**config.mk**
```make
export PLATFORM = sky130hd
export DESIGN_NAME = loopback_test_control
export DESIGN_NICKNAME = d
export VERILOG_FILES = /design/src/include/loop_test_pkg.sv /design/src/loopback_test_control.sv
export VERILOG_INCLUDE_DIRS = /design/src /design/src/include
export SDC_FILE = /design/constraint.sdc
export NUM_CORES = 1
export LEC_CHECK = 0
export BUFFER_PORTS_ARGS = -buffer_cell sky130_fd_sc_hd__buf_2
export CORE_ASPECT_RATIO = 1.1
export CORE_MARGIN = 4
export CORE_UTILIZATION = 50
export DETAILED_ROUTE_END_ITERATION = 8
export PLACE_DENSITY = 0.78
export SETUP_SLACK_MARGIN = 0.4
export SLEW_MARGIN = 0
export SYNTH_ARGS = -nofsm -noshare
export SYNTH_HDL_FRONTEND = slang
export SYNTH_SLANG_ARGS = --single-unit
```
**constraint.sdc**
```tcl
create_clock -name clk -period 4.9 [get_ports clk]
set_clock_uncertainty 0.2 [all_clocks]
set_input_delay 0.245 -clock clk [delete_from_list [all_inputs] [get_ports clk]]
set_output_delay 0.245 -clock clk [all_outputs]
set_load 0.02 [all_outputs]
```
**src/include/loop_test_params.svh**
```systemverilog
// register map, field positions, reset values and timing counts of the loopback controller
`ifndef LOOP_TEST_PARAMS_SVH
`define LOOP_TEST_PARAMS_SVH

// register byte offsets
`define REG_CTRL          4'h0
`define REG_LOOP_CMD      4'h4
`define REG_REMOTE_CMD    4'h8
`define REG_STATUS        4'hC

// control register fields
`define CTRL_TAP_LINE     0
`define CTRL_NET_LINE_OPT 1
`define CTRL_NET_CHAN_LO  2
`define CTRL_XCONN_EN     4
`define CTRL_RESET        32'h0000_0010

// loop command fields
`define LCMD_IDX_HI       2
`define LCMD_PORT         3
`define LCMD_START        4
`define LCMD_STOP         5
`define LCMD_ABORT_ALL    6

// remote command fields
`define RCMD_KIND_HI      1
`define RCMD_UP           2
`define RCMD_PORT         3
`define RCMD_SEND         4

// status fields
`define STAT_INVALID      8
`define STAT_REM_BUSY     9

// loop index codes in a loop command
`define LIDX_LINE         3'h0
`define LIDX_PAYLOAD      3'h1
`define LIDX_EQUIP        3'h2
`define LIDX_REPEATER     3'h3
`define LIDX_CHAN         3'h4
`define LIDX_TERM         3'h5

// bit positions in the active loop vector
`define ACT_LINE          0
`define ACT_PAYLOAD       1
`define ACT_EQUIP         2
`define ACT_REPEATER      3
`define ACT_CHAN0         4
`define ACT_TERM0         6
`define MAX_ACTIVE_LOOPS  4'h2

// loops that may not run beside each loop, one mask per active bit
`define BAD_LINE          8'h32
`define BAD_PAYLOAD       8'h39
`define BAD_EQUIP         8'h08
`define BAD_REPEATER      8'h36
`define BAD_CHAN0         8'h4B
`define BAD_CHAN1         8'h8B
`define BAD_TERM0         8'h10
`define BAD_TERM1         8'h20

// timing
`define CLK_HZ            20000000
`define LINE_CODE_SEC     10
`define LINE_CODE_CYCLES  (`LINE_CODE_SEC * `CLK_HZ)
`define CHAN_CODE_SEC     1
`define CHAN_CODE_CYCLES  (`CHAN_CODE_SEC * `CLK_HZ)

`endif

```
**src/include/loop_test_pkg.sv**
```systemverilog
// types of the loopback controller
package loop_test_pkg;

  // remote sequence selection
  typedef enum logic [1:0]
  {
    REM_LINE,
    REM_V54,
    REM_FT1
  } rem_kind_t;

  // all state of the controller
  typedef struct packed {
    logic        wait_req;
    logic [31:0] rdata;
    logic        tap_line;
    logic        net_line_opt;
    logic [1:0]  net_chan_opt;
    logic        xconn_en;
    logic [7:0]  active;
    logic        invalid;
    logic        rem_busy;
    rem_kind_t   rem_kind;
    logic        rem_up;
    logic        rem_port;
    logic [31:0] rem_count;
    logic        line_tx;
    logic        dte_tx;
    logic        fr_net_rx;
    logic        fr_dte_rx;
    logic [1:0]  port_tx;
    logic [1:0]  fr_port_rx;
    logic        in_tap;
    logic        out_tap;
  } state_t;

endpackage

```
**src/loopback_test_control.sv**
```systemverilog
// test jack routing, local loopbacks and remote loop sequencing of a T1 service unit
//
// Operation
// - input tap follows DTE-bound or line-bound signal
// - output tap follows signal from DTE or line
// - line jacks insert toward line, cut line receive
// - equipment jacks insert toward DTE, cut DTE receive
// - line loop code sent ten seconds then stops
// - V.54 up and down codes per port
// - fractional loop codes up and down per port
// - remote request refused while any local loop
// - equipment loop refused when cross-connect disabled
// - network line commands obeyed only when enabled
// - network V.54 channel loop only when enabled
// - abort ends one or all local loops
// - never more than two local loops, except when network up commands for several loops land in one cycle
// - line loop excludes payload and channel loops, except when network line up and V.54 up land in one cycle
// - equipment loop excludes repeater loop
// - repeater loop excludes payload, equipment, channel
// - channel loop pairs only on other ports
// - line loop returns line receive unchanged
// - payload loop returns framed data, CRCs regenerated
// - equipment loop returns DTE receive unchanged
// - repeater loop returns framed outbound toward DTE
// - channel loop returns port slots to line
// - terminal loop returns port data out port
//
// The Avalon-MM interface to the registers and the placing of the registers were decided locally.
`include "loop_test_params.svh"

module loopback_test_control #(
  parameter logic [31:0] LINE_CODE_CYCLES = 32'(`LINE_CODE_CYCLES),
  parameter logic [31:0] CHAN_CODE_CYCLES = 32'(`CHAN_CODE_CYCLES)
) (
  input  wire logic                     clk,                // 20 MHz system clock
  input  wire logic                     sys_rst,            // asynchronous reset, high
  input  wire logic                     ce,                 // clock enable, freezes state
  input  wire logic [3:0]               avm_address,        // byte address
  input  wire logic                     avm_read,           // read request
  input  wire logic                     avm_write,          // write request
  input  wire logic [31:0]              avm_writedata,      // write data
  output logic [31:0]                   avm_readdata,       // read data
  output logic                          avm_waitrequest,    // stall
  input  wire logic                     line_rx,            // received from network
  output logic                          line_tx,            // sent toward network
  input  wire logic                     dte_rx,             // received from DTE
  output logic                          dte_tx,             // sent toward DTE
  input  wire logic                     fr_net_tx,          // framer output toward network
  output logic                          fr_net_rx,          // framer input from network
  input  wire logic                     fr_dte_tx,          // framer output toward DTE
  output logic                          fr_dte_rx,          // framer input from DTE
  input  wire logic [1:0]               fr_port_tx,         // framer data toward ports
  output logic [1:0]                    fr_port_rx,         // port data into framer
  input  wire logic [1:0]               port_rx,            // data entering ports
  output logic [1:0]                    port_tx,            // data leaving ports
  input  wire logic                     jack_line_in_plug,  // line insert jack in use
  input  wire logic                     jack_line_in,       // tester signal toward line
  input  wire logic                     jack_line_out_plug, // line break jack in use
  input  wire logic                     jack_equip_in_plug, // equipment insert jack in use
  input  wire logic                     jack_equip_in,      // tester signal toward DTE
  input  wire logic                     jack_equip_out_plug,// equipment break jack in use
  output logic                          input_tap,          // monitor of outgoing signal
  output logic                          output_tap,         // monitor of incoming signal
  input  wire logic                     net_line_up,        // network line loop-up pulse
  input  wire logic                     net_line_down,      // network line loop-down pulse
  input  wire logic [1:0]               net_v54_up,         // inband V.54 up per port
  input  wire logic [1:0]               net_v54_down,       // inband V.54 down per port
  output logic                          rem_send,           // remote sequence running
  output loop_test_pkg::rem_kind_t      rem_kind,           // which sequence
  output logic                          rem_up,             // up (1) or down (0) code
  output logic                          rem_port            // data port of channel code
);

  loop_test_pkg::state_t st;
  loop_test_pkg::state_t next_st;

  logic       take;
  logic       wr_take;
  logic       loop_wr;
  logic       rem_wr;
  logic [2:0] cmd_idx;
  logic [2:0] bit_idx;
  logic       rem_req;

  // does a new loop fit beside the running ones
  function automatic logic loop_allowed(input logic [7:0] act, input logic [2:0] idx,
                                        input logic xconn);
    logic [7:0] bad;
    logic [3:0] cnt;
    bad = 8'h00;
    cnt = 4'h0;
    for (int i = 0; i < 8; i++)
    begin
      cnt = cnt + {3'h0, act[i]};
    end
    unique case (idx)
      3'h0: bad = `BAD_LINE;
      3'h1: bad = `BAD_PAYLOAD;
      3'h2: bad = `BAD_EQUIP;
      3'h3: bad = `BAD_REPEATER;
      3'h4: bad = `BAD_CHAN0;
      3'h5: bad = `BAD_CHAN1;
      3'h6: bad = `BAD_TERM0;
      3'h7: bad = `BAD_TERM1;
    endcase
    loop_allowed = ((act & bad) == 8'h00)
                   && (act[idx] || cnt < `MAX_ACTIVE_LOOPS)
                   && !(idx == 3'(`ACT_EQUIP) && !xconn);
  endfunction

  // bus handshake: one wait cycle, then the request is taken
  assign take    = (avm_read || avm_write) && !st.wait_req;
  assign wr_take = avm_write && take;
  assign loop_wr = wr_take && avm_address == `REG_LOOP_CMD;
  assign rem_wr  = wr_take && avm_address == `REG_REMOTE_CMD;
  assign rem_req = rem_wr && avm_writedata[`RCMD_SEND];
  assign cmd_idx = avm_writedata[`LCMD_IDX_HI:0];

  // channel and terminal loops take one bit per port
  always_comb
  begin
    bit_idx = cmd_idx;
    if (cmd_idx == `LIDX_CHAN)
      bit_idx = 3'(`ACT_CHAN0) + {2'h0, avm_writedata[`LCMD_PORT]};
    else if (cmd_idx == `LIDX_TERM)
      bit_idx = 3'(`ACT_TERM0) + {2'h0, avm_writedata[`LCMD_PORT]};
  end

  // next state
  always_comb
  begin
    logic rx_line;
    logic rx_dte;
    rx_line = jack_line_out_plug ? 1'b1 : line_rx;
    rx_dte  = jack_equip_out_plug ? 1'b1 : dte_rx;
    next_st = st;

    // answer on the second cycle of a request
    next_st.wait_req = !((avm_read || avm_write) && st.wait_req);
    if ((avm_read || avm_write) && st.wait_req)
    begin
      unique case (avm_address)
        `REG_CTRL:       next_st.rdata = {27'h0, st.xconn_en, st.net_chan_opt,
                                          st.net_line_opt, st.tap_line};
        `REG_REMOTE_CMD: next_st.rdata = {27'h0, st.rem_busy, st.rem_port,
                                          st.rem_up, st.rem_kind};
        `REG_STATUS:     next_st.rdata = {22'h0, st.rem_busy, st.invalid, st.active};
        default:         next_st.rdata = 32'h0000_0000;
      endcase
    end

    // flag clear first, so any set later in this cycle wins
    if (wr_take && avm_address == `REG_STATUS && avm_writedata[`STAT_INVALID])
      next_st.invalid = 1'b0;

    // remote sequence timer
    if (st.rem_busy)
    begin
      if (st.rem_count == 32'h0000_0000)
        next_st.rem_busy = 1'b0;
      else
        next_st.rem_count = st.rem_count - 32'h0000_0001;
    end

    if (wr_take && avm_address == `REG_CTRL)
    begin
      next_st.tap_line     = avm_writedata[`CTRL_TAP_LINE];
      next_st.net_line_opt = avm_writedata[`CTRL_NET_LINE_OPT];
      next_st.net_chan_opt = avm_writedata[`CTRL_NET_CHAN_LO+1:`CTRL_NET_CHAN_LO];
      next_st.xconn_en     = avm_writedata[`CTRL_XCONN_EN];
    end

    // local loop commands from software
    if (loop_wr)
    begin
      if (avm_writedata[`LCMD_ABORT_ALL])
        next_st.active = 8'h00;
      else if (avm_writedata[`LCMD_STOP])
        next_st.active[bit_idx] = 1'b0;
      else if (avm_writedata[`LCMD_START] && cmd_idx <= `LIDX_TERM)
      begin
        if (loop_allowed(st.active, bit_idx, st.xconn_en))
          next_st.active[bit_idx] = 1'b1;
        else
          next_st.invalid = 1'b1;
      end
    end
    else
    begin
      // network commands yield to a software loop command in the same cycle
      if (st.net_line_opt && net_line_down)
        next_st.active[`ACT_LINE] = 1'b0;
      else if (st.net_line_opt && net_line_up
               && loop_allowed(st.active, 3'(`ACT_LINE), st.xconn_en))
        next_st.active[`ACT_LINE] = 1'b1;
      for (int p = 0; p < 2; p++)
      begin
        if (st.net_chan_opt[p] && net_v54_down[p])
          next_st.active[`ACT_CHAN0 + p] = 1'b0;
        else if (st.net_chan_opt[p] && net_v54_up[p]
                 && loop_allowed(st.active, 3'(`ACT_CHAN0 + p), st.xconn_en))
          next_st.active[`ACT_CHAN0 + p] = 1'b1;
      end
    end

    // remote sequences start only while no local loop runs
    if (rem_req)
    begin
      if (st.active != 8'h00)
        next_st.invalid = 1'b1;
      else
      begin
        next_st.rem_busy  = 1'b1;
        next_st.rem_kind  = loop_test_pkg::rem_kind_t'(avm_writedata[`RCMD_KIND_HI:0]);
        next_st.rem_up    = avm_writedata[`RCMD_UP];
        next_st.rem_port  = avm_writedata[`RCMD_PORT];
        // line code lasts its fixed time; channel codes a shorter burst
        next_st.rem_count = (avm_writedata[`RCMD_KIND_HI:0] == 2'h0)
                            ? LINE_CODE_CYCLES - 32'h0000_0001
                            : CHAN_CODE_CYCLES - 32'h0000_0001;
      end
    end

    // line side: jack insert has the last word on the wire
    next_st.line_tx = jack_line_in_plug ? jack_line_in
                      : st.active[`ACT_LINE] ? rx_line : fr_net_tx;
    // repeater loop turns outbound framed data back before the line
    next_st.fr_net_rx = st.active[`ACT_REPEATER] ? fr_net_tx : rx_line;

    // equipment side
    next_st.dte_tx = jack_equip_in_plug ? jack_equip_in
                     : st.active[`ACT_EQUIP] ? rx_dte : fr_dte_tx;
    // payload loop feeds framed receive data back into the framer, which
    // rebuilds CRCs and drops bipolar_violation errors on the way out
    next_st.fr_dte_rx = st.active[`ACT_PAYLOAD] ? fr_dte_tx : rx_dte;

    // data ports: channel loop stays inside, terminal loop skips the framer
    for (int p = 0; p < 2; p++)
    begin
      next_st.port_tx[p] = st.active[`ACT_TERM0 + p] ? port_rx[p]
                           : st.active[`ACT_CHAN0 + p] ? 1'b1 : fr_port_tx[p];
      next_st.fr_port_rx[p] = st.active[`ACT_CHAN0 + p] ? fr_port_tx[p]
                              : st.active[`ACT_TERM0 + p] ? 1'b1 : port_rx[p];
    end

    // monitor taps, aligned with the registered line and DTE outputs
    next_st.in_tap  = st.tap_line ? next_st.line_tx : next_st.dte_tx;
    next_st.out_tap = st.tap_line ? line_rx : dte_rx;
  end

  // state register
  always_ff @(posedge clk or posedge sys_rst)
  begin
    if (sys_rst)
    begin
      st            <= '0;
      st.wait_req   <= 1'b1;
      st.xconn_en   <= 1'b1;
      st.line_tx    <= 1'b1;
      st.dte_tx     <= 1'b1;
      st.fr_net_rx  <= 1'b1;
      st.fr_dte_rx  <= 1'b1;
      st.port_tx    <= 2'h3;
      st.fr_port_rx <= 2'h3;
      st.in_tap     <= 1'b1;
      st.out_tap    <= 1'b1;
    end
    else if (ce)
      st <= next_st;
  end

  // outputs straight from the state register
  assign avm_readdata    = st.rdata;
  assign avm_waitrequest = st.wait_req;
  assign line_tx         = st.line_tx;
  assign dte_tx          = st.dte_tx;
  assign fr_net_rx       = st.fr_net_rx;
  assign fr_dte_rx       = st.fr_dte_rx;
  assign fr_port_rx      = st.fr_port_rx;
  assign port_tx         = st.port_tx;
  assign input_tap       = st.in_tap;
  assign output_tap      = st.out_tap;
  assign rem_send        = st.rem_busy;
  assign rem_kind        = st.rem_kind;
  assign rem_up          = st.rem_up;
  assign rem_port        = st.rem_port;
endmodule

```
==> tab_implementation.tex, run 1 <==
\begin{tabular}{lr}
\hline
Metric & Value \\
\hline
\multicolumn{2}{l}{\textbf{Worst setup path}} \\
Type of the setup path with the least slack & reg -> reg \\
Required time reported for the critical path endpoint & 4950 ps \\
Data arrival time of the worst path & 4350 ps \\
Depth of the worst register-to-register path & 12 \\
CP Max Fanout & 6 \\
Endpoint type of the worst setup path & flip-flop \\
Crit path launch type & flip-flop \\
\multicolumn{2}{l}{\textbf{Detailed routing}} \\
Detail Route Antenna Nets & 0 \\
Total number of vias & 4303 \\
Length of the first detailed-routing pass in iterations & 5 \\
Average via count per standard cell & 6.044 \\
Routed length per instance & 17.60 um \\
DRC errors left & 0 \\
Drt first-iter violations & 372 \\
Sum of routed wire length over all layers & 12530 um \\
\multicolumn{2}{l}{\textbf{Min path}} \\
Hold Path Class & in -> reg \\
Hold Crit Depth & 3 \\
\multicolumn{2}{l}{\textbf{Yosys}} \\
Cell with the most instances after synthesis & dfrtp\_1 \\
Dominant combinational cell family by area after synthesis & simple AND/OR/NAND/NOR gates \\
Fraction of synthesized area in multiplexers & 4.561\% \\
Post-synth top area share & 30.92\% \\
Post-Synth XOR/XNOR Area & 2.164\% \\
Average cell area after synthesis & 8.829 um2 \\
Top area cells in the synthesized netlist & dfrtp\_1, dfstp\_2, buf\_4, nand2\_1, mux2\_2 \\
Commonest cells post-synth & dfrtp\_1, nand2\_1, nor2\_1, buf\_4 \\
Post-synthesis sequential area ratio & 37.41\% \\
Number of distinct standard cells referenced by the synthesized netlist & 67 \\
Post-Syn Instances & 550 \\
Ys flop type & dfrtp\_1 \\
Cell Area, Synth & 4856 um2 \\
Flops \& latches, synth & 72 \\
Number of enable-type register cells in the synthesized netlist & 0 \\
Post-synthesis compound-gate area fraction & 18.50\% \\
Share of synthesized flip-flops with an asynchronous set or reset & 100.0\% \\
Leading area contributor after synthesis & dfrtp\_1 \\
Arithmetic-cell share of the synthesized area counting full adders, half adders and majority gates & 4.226\% \\
Synthesized-area fraction occupied by and/or/nand/nor cells & 23.16\% \\
Warnings, synthesis & 0 \\
\multicolumn{2}{l}{\textbf{Layout}} \\
Inserted Diodes & 0 \\
Fin nets & 665 \\
Fraction of layout cells with a size suffix above 1 & 22.18\% \\
Post-layout instance area & 5269 um2 \\
Area grow syn2layout & 8.503\% \\
Post-route core utilization & 56.06\% \\
\multicolumn{2}{l}{\textbf{STA}} \\
Total negative slack & 0 ps \\
Setup ws final & 596.9 ps \\
Final period utilization & 87.82\% \\
Max-slew headroom at the worst pin & 36.20\% \\
Finish-stage setup viols & 0 \\
Number of failing hold endpoints at the final stage & 0 \\
Setup repair after global routing missed its margin & false \\
Fmax & 0.2324 GHz \\
Final critical-path required period & 4303 ps \\
Transition time of the tightest slew-check pin & 953.5 ps \\
Worst hold slack & 12.82 ps \\
Number of pins exceeding their max-slew limit in the final report & 0 \\
\multicolumn{2}{l}{\textbf{Pwr}} \\
Leakage & 2.332 nW \\
Power density over the cells & 328.3 nW/um2 \\
Worst IR drop on VDD & 250.9 uV \\
\multicolumn{2}{l}{\textbf{Clock tree}} \\
Maximum buffer depth of the clock tree & 2 \\
Level count of the clock H-tree & 3 \\
Root Buffer & clkbuf\_8 \\
CTS buffer count & 9 \\
Setup repair bufs after CTS & 0 \\
Sink Count & 72 \\
Clock tree from TritonCTS & done \\
Clock latency reported for the late side of the worst-skew pair & 370 ps \\
Clock-pin slew reported for the worst setup and hold paths after clock tree synthesis & 80 ps \\
\multicolumn{2}{l}{\textbf{GRT}} \\
Remaining global-route overflow & 0 \\
Number of antenna violations at the first check in global routing & 0 \\
Global-route wire length before repair & 20680 um \\
Via count of the first global-routing pass & 4329 \\
Maximum number of pins on one net before global-route repair & 42 \\
Global Route Usage Sum & 22.73\% \\
\multicolumn{2}{l}{\textbf{Placed design}} \\
Number of port buffers & 62 \\
Post-place instance area & 5035 um2 \\
Routability congestion estimate from global placement & 0.9648 \\
Detail Placement HPWL & 9299 um \\
Pre-CTS setup slack & 516.9 ps \\
\multicolumn{2}{l}{\textbf{Run status}} \\
Status & finished, final reports clean \\
\multicolumn{2}{l}{\textbf{Floorplan}} \\
Initial core utilization & 51.67\% \\
Overall die height & 111.4 um \\
Die Wd & 102.0 um \\
Die area & 11350 um2 \\
Placeable core region & 9398 um2 \\
Row Count & 37 \\
Number of I/O pins & 109 \\
\multicolumn{2}{l}{\textbf{Run}} \\
\# Max-Cap Violations & 0 \\
\hline
\end{tabular}
==> metal layers <==
metal	up-vias	GRT usage [%]	wire length [um]
li1	2018	-	-
met1	2071	28.28	4967
met2	166	37.62	6251
met3	48	4.699	832
met4	0	10.15	478
met5	-	0	0
==> per-stage QoR <==
| stage | power, mW | std cells |
|---|---|---|
| 2_1_floorplan | 1.162 | 571 |
| 3_3_place_gp | 1.262 | 691 |
| 3_5_place_dp | 1.287 | 691 |
| 4_1_cts | 1.720 | 712 |
| 5_1_grt | 1.836 | 712 |
| 6_report | 1.730 | 712 |
==> cell families (layout without fill, tap and decap cells) <==
group           Yosys count  in the layout
compound gates          133            133
xor+xnor                 12             12
fa+ha+maj                14             14
buf+inv                  86            110
flops                    72             72
mux                      20             20
other cells               1             22
simple gates            212            212
==> cell usage in the layout (no fill, tap or decap), types with 12 or more instances in the layout <==
master,count
a21oi_1,32
buf_2,62
conb_1,22
dfrtp_1,60
dfstp_2,12
inv_1,20
mux2_2,17
nand2_1,58
nor2_1,41
nor3_1,32
nor4_1,14
o21ai_0,31
xnor2_1,12
==> critical path, stage by stage (launching register included) <==
cell and delay [ps]:
dfrtp_1 420, fa_1 540, inv_1 60, fa_1 500, fa_1 430, nand2b_1 170
fa_1 520, nor4bb_2 290, a32o_2 220, nand4bb_1 190, a41oi_1 250, a311oi_1 320
a21oi_1 70
==> worst paths after layout <==
check / end / slack [ps] / start
max in group asynchronous: fr_net_rx / 3140 / sys_rst
min in group asynchronous: st[17] / 330 / sys_rst
setup reg to reg: st[52] / 600 / st[48]
setup / recovery: st[52] / 600 / st[48]
hold reg to reg: output_tap / 290 / output_tap
hold / removal: line_tx / 10 / jack_line_in
==> registers in the layout, indices dropped and copies added, names as in the netlist <==
name and count:
rem_kind 2, rem_port 1, fr_port_rx 2, fr_dte_rx 1
avm_readdata 10, fr_net_rx 1, rem_send 1, rem_up 1
avm_waitrequest 1, output_tap 1, port_tx 2, input_tap 1
line_tx 1, dte_tx 1, st 46
==> report_power, final <==
group | internal (mW) | leakage (nW) | switching [mW] | total (mW)
clock | 0.183 | 0.0854 | 0.247 | 0.430
combinational | 0.231 | 1.34 | 0.326 | 0.557
sequential | 0.668 | 0.908 | 0.0745 | 0.743
total | 1.08 | 2.33 | 0.647 | 1.73
==> layout make-up <==
cell class	instances	area, um2
clock buffer	9	123.9
clock inverter	7	47.55
fill	834	4129
inverter	21	78.83
multi-input combinational	413	2650
sequential	72	1817
tap	117	146.4
timing repair buffer	73	405.4
==> repair_timing <==
action | CTS | global route
endpoints found under the hold margin | 34 | 0
hold buffers | 5 | 0
gates resized for setup | 0 | 3
endpoints found under the setup margin | 0 | 5
No activity file was read; power rests on OpenSTA's default activity.
==> inputs of run 2 (changes only) <==
--- a/config.mk
+++ b/config.mk
@@ -7,7 +7,7 @@
 export NUM_CORES = 1
 export LEC_CHECK = 0
 export BUFFER_PORTS_ARGS = -buffer_cell sky130_fd_sc_hd__buf_2
-export CORE_ASPECT_RATIO = 1.1
+export CORE_ASPECT_RATIO = 1.75
 export CORE_MARGIN = 4
 export CORE_UTILIZATION = 50
 export DETAILED_ROUTE_END_ITERATION = 8
==> run 2 against run 1 <==
  * The run now ends with hold timing left
  * Utilization up 0.29 points
  * First-iteration DRC count down 12%
  * Wire length up 7.2%
  * Flip-flop and latch count unchanged
  * Register-to-register slack about the same
  * Maximum frequency up 0.20%
  * Critical endpoint is now st[53]
  * Largest power group unchanged
==> tab_implementation.tex, run 2 (synthesis gave the netlist of run 1 again) <==
\begin{tabular}{lr}
\hline
Metric & Value \\
\hline
\multicolumn{2}{l}{\textbf{Min path}} \\
Hold Path Class & in -> async \\
\multicolumn{2}{l}{\textbf{Clock tree}} \\
Maximum buffer depth of the clock tree & 2 \\
CTS buffer count & 9 \\
Clock tree from TritonCTS & done \\
Hold-fix buffers at CTS & 0 \\
Setup repair bufs after CTS & 0 \\
Sink Count & 72 \\
Clock-pin slew reported for the worst setup and hold paths after clock tree synthesis & 60 ps \\
Root Buffer & clkbuf\_16 \\
Total of cells resized after clock tree synthesis & 0 \\
Clock latency reported for the late side of the worst-skew pair & 340 ps \\
Level count of the clock H-tree & 3 \\
\multicolumn{2}{l}{\textbf{Run}} \\
\# Max-Cap Violations & 0 \\
\multicolumn{2}{l}{\textbf{Layout}} \\
Post-layout instance area & 5335 um2 \\
Leading cell types in the layout, fill and taps excluded & buf\_2, dfrtp\_1, nand2\_1, nor2\_1 \\
Post-route core utilization & 56.35\% \\
Area grow syn2layout & 9.869\% \\
Max reg flops & 46 \\
Most flops, register & st \\
Leading cell type in the layout, fill and taps excluded & buf\_2 \\
Fraction of layout cells with a size suffix above 1 & 22.54\% \\
Inserted Diodes & 0 \\
Fin nets & 660 \\
\multicolumn{2}{l}{\textbf{Worst setup path}} \\
Cell with the biggest individual delay on the critical path & fa\_1 \\
Required time reported for the critical path endpoint & 4920 ps \\
Critical path buffer and inverter count & 1 \\
Cell repeated most along the worst path & fa\_1 \\
Peak per-stage delay on the critical path & 560 ps \\
Delay-heaviest family, CP & adder cells \\
CP Max Fanout & 6 \\
Data arrival time of the worst path & 4310 ps \\
Crit path launch type & flip-flop \\
Type of the setup path with the least slack & reg -> reg \\
Endpoint type of the worst setup path & flip-flop \\
CP Cell Sequence & fa\_1 > inv\_1 > fa\_1 > fa\_1 > nand2b\_1 > fa\_1 > nor4bb\_1 > a32o\_2 > nand4bb\_1 > a41oi\_2 > a311oi\_1 > a21oi\_1 \\
\multicolumn{2}{l}{\textbf{Detailed routing}} \\
Total number of vias & 4354 \\
Sum of routed wire length over all layers & 13430 um \\
Detail Route met2 WL & 7439 um \\
Drt first-iter violations & 329 \\
Max Used Layer & met4 \\
Met3 wirelength from detailed routing & 652 um \\
DRC errors left & 0 \\
Length of the first detailed-routing pass in iterations & 6 \\
Total routed wire length on the met1 layer & 4796 um \\
Average via count per standard cell & 6.115 \\
Routed length per instance & 18.86 um \\
Detail Route Antenna Nets & 0 \\
\multicolumn{2}{l}{\textbf{STA}} \\
Finish-stage setup viols & 0 \\
Total negative slack & 0 ps \\
Number of pins exceeding their max-slew limit in the final report & 0 \\
Final critical-path required period & 4295 ps \\
Number of failing hold endpoints at the final stage & 29 \\
Fmax & 0.2328 GHz \\
Transition time of the tightest slew-check pin & 940.0 ps \\
Worst hold slack & -19.43 ps \\
Setup repair after global routing missed its margin & false \\
Final period utilization & 87.65\% \\
Max-slew headroom at the worst pin & 37.34\% \\
\multicolumn{2}{l}{\textbf{Floorplan}} \\
Die Wd & 82.50 um \\
Overall die height & 138.4 um \\
Placeable core region & 9468 um2 \\
Row Count & 47 \\
Initial core utilization & 51.29\% \\
Number of I/O pins & 109 \\
Die area & 11410 um2 \\
\multicolumn{2}{l}{\textbf{GRT}} \\
Number of antenna violations at the first check in global routing & 0 \\
Global Route Usage Sum & 24.99\% \\
Via count of the first global-routing pass & 4411 \\
Remaining global-route overflow & 0 \\
Global-route wire length before repair & 22050 um \\
Maximum number of pins on one net before global-route repair & 73 \\
\multicolumn{2}{l}{\textbf{Placed design}} \\
Number of port buffers & 62 \\
Routability congestion estimate from global placement & 0.9562 \\
Detail Placement HPWL & 9981 um \\
Post-place instance area & 5041 um2 \\
\multicolumn{2}{l}{\textbf{Pwr}} \\
Leakage & 2.351 nW \\
Overall power & 1.915 mW \\
Worst IR drop on VDD & 215.3 uV \\
Power density over the cells & 359.0 nW/um2 \\
\multicolumn{2}{l}{\textbf{Run status}} \\
Violations in the final reports & hold timing \\
Status & finished with violations \\
\hline
\end{tabular}
[run 2: cell types whose count changed in the layout (fill, tap and decap cells not counted), moves of 2 or more]
cell / previous run / this run
clkbuf_8: 9 / 0
dlygate4sd3_1: 5 / 0
clkbuf_16: 0 / 9
clkinvlp_4: 2 / 4
[run 2: worst reg2reg max path, delay by kind of cell (launching register included)]
family / cells / cell delay (ps)
compound gates: 4 / 820
simple gates: 3 / 660
fa+ha+maj: 4 / 2030
flops: 1 / 400
buf+inv: 1 / 60
[run 2: path summary, 6_finish.rpt]
path                                       start         endpoint  slack (ps)  cells past startpoint
worst max-delay path                      st[48]           st[53]         610                     12
worst min-delay path                     sys_rst  avm_readdata[7]         -20                      3
worst max register to register            st[48]           st[53]         610                     12
worst min register to register           line_tx          line_tx         290                      2
max in group asynchronous                sys_rst           st[30]        3900                      3
min in group clk                avm_writedata[3]         rem_port          30                      3
[run 2: area by class of cell]
class / instances / area [um2]
Tap cell: 122 / 152.6
Fill cell: 878 / 4133
Clock inverter: 7 / 48.80
Multi-Input combinational cell: 413 / 2658
Timing Repair Buffer: 68 / 355.3
Inverter: 21 / 78.83
Sequential cell: 72 / 1817
Clock buffer: 9 / 225.2
[run 2: where the power goes]
group,switching (mW),leakage (nW),internal (mW)
clock network,0.264,0.123,0.341
logic,0.338,1.32,0.227
registers,0.0756,0.908,0.670
[run 2: metrics by stage]
step | instances | setup WS (ps)
after detailed placement | 696 | 504.2
after CTS | 712 | 485.7
after floorplan | 571 | 899.8
after global placement | 696 | 625.1
after global routing | 712 | 395.6
final | 712 | 605.3
[run 2: routing by layer]
| layer | vias up | GRT usage, % |
|---|---|---|
| met3 | 44 | 3.841 |
| met4 | 0 | 12.14 |
| met5 | - | 0 |
| met2 | 185 | 44.16 |
| met1 | 2112 | 28.07 |
| li1 | 2013 | - |
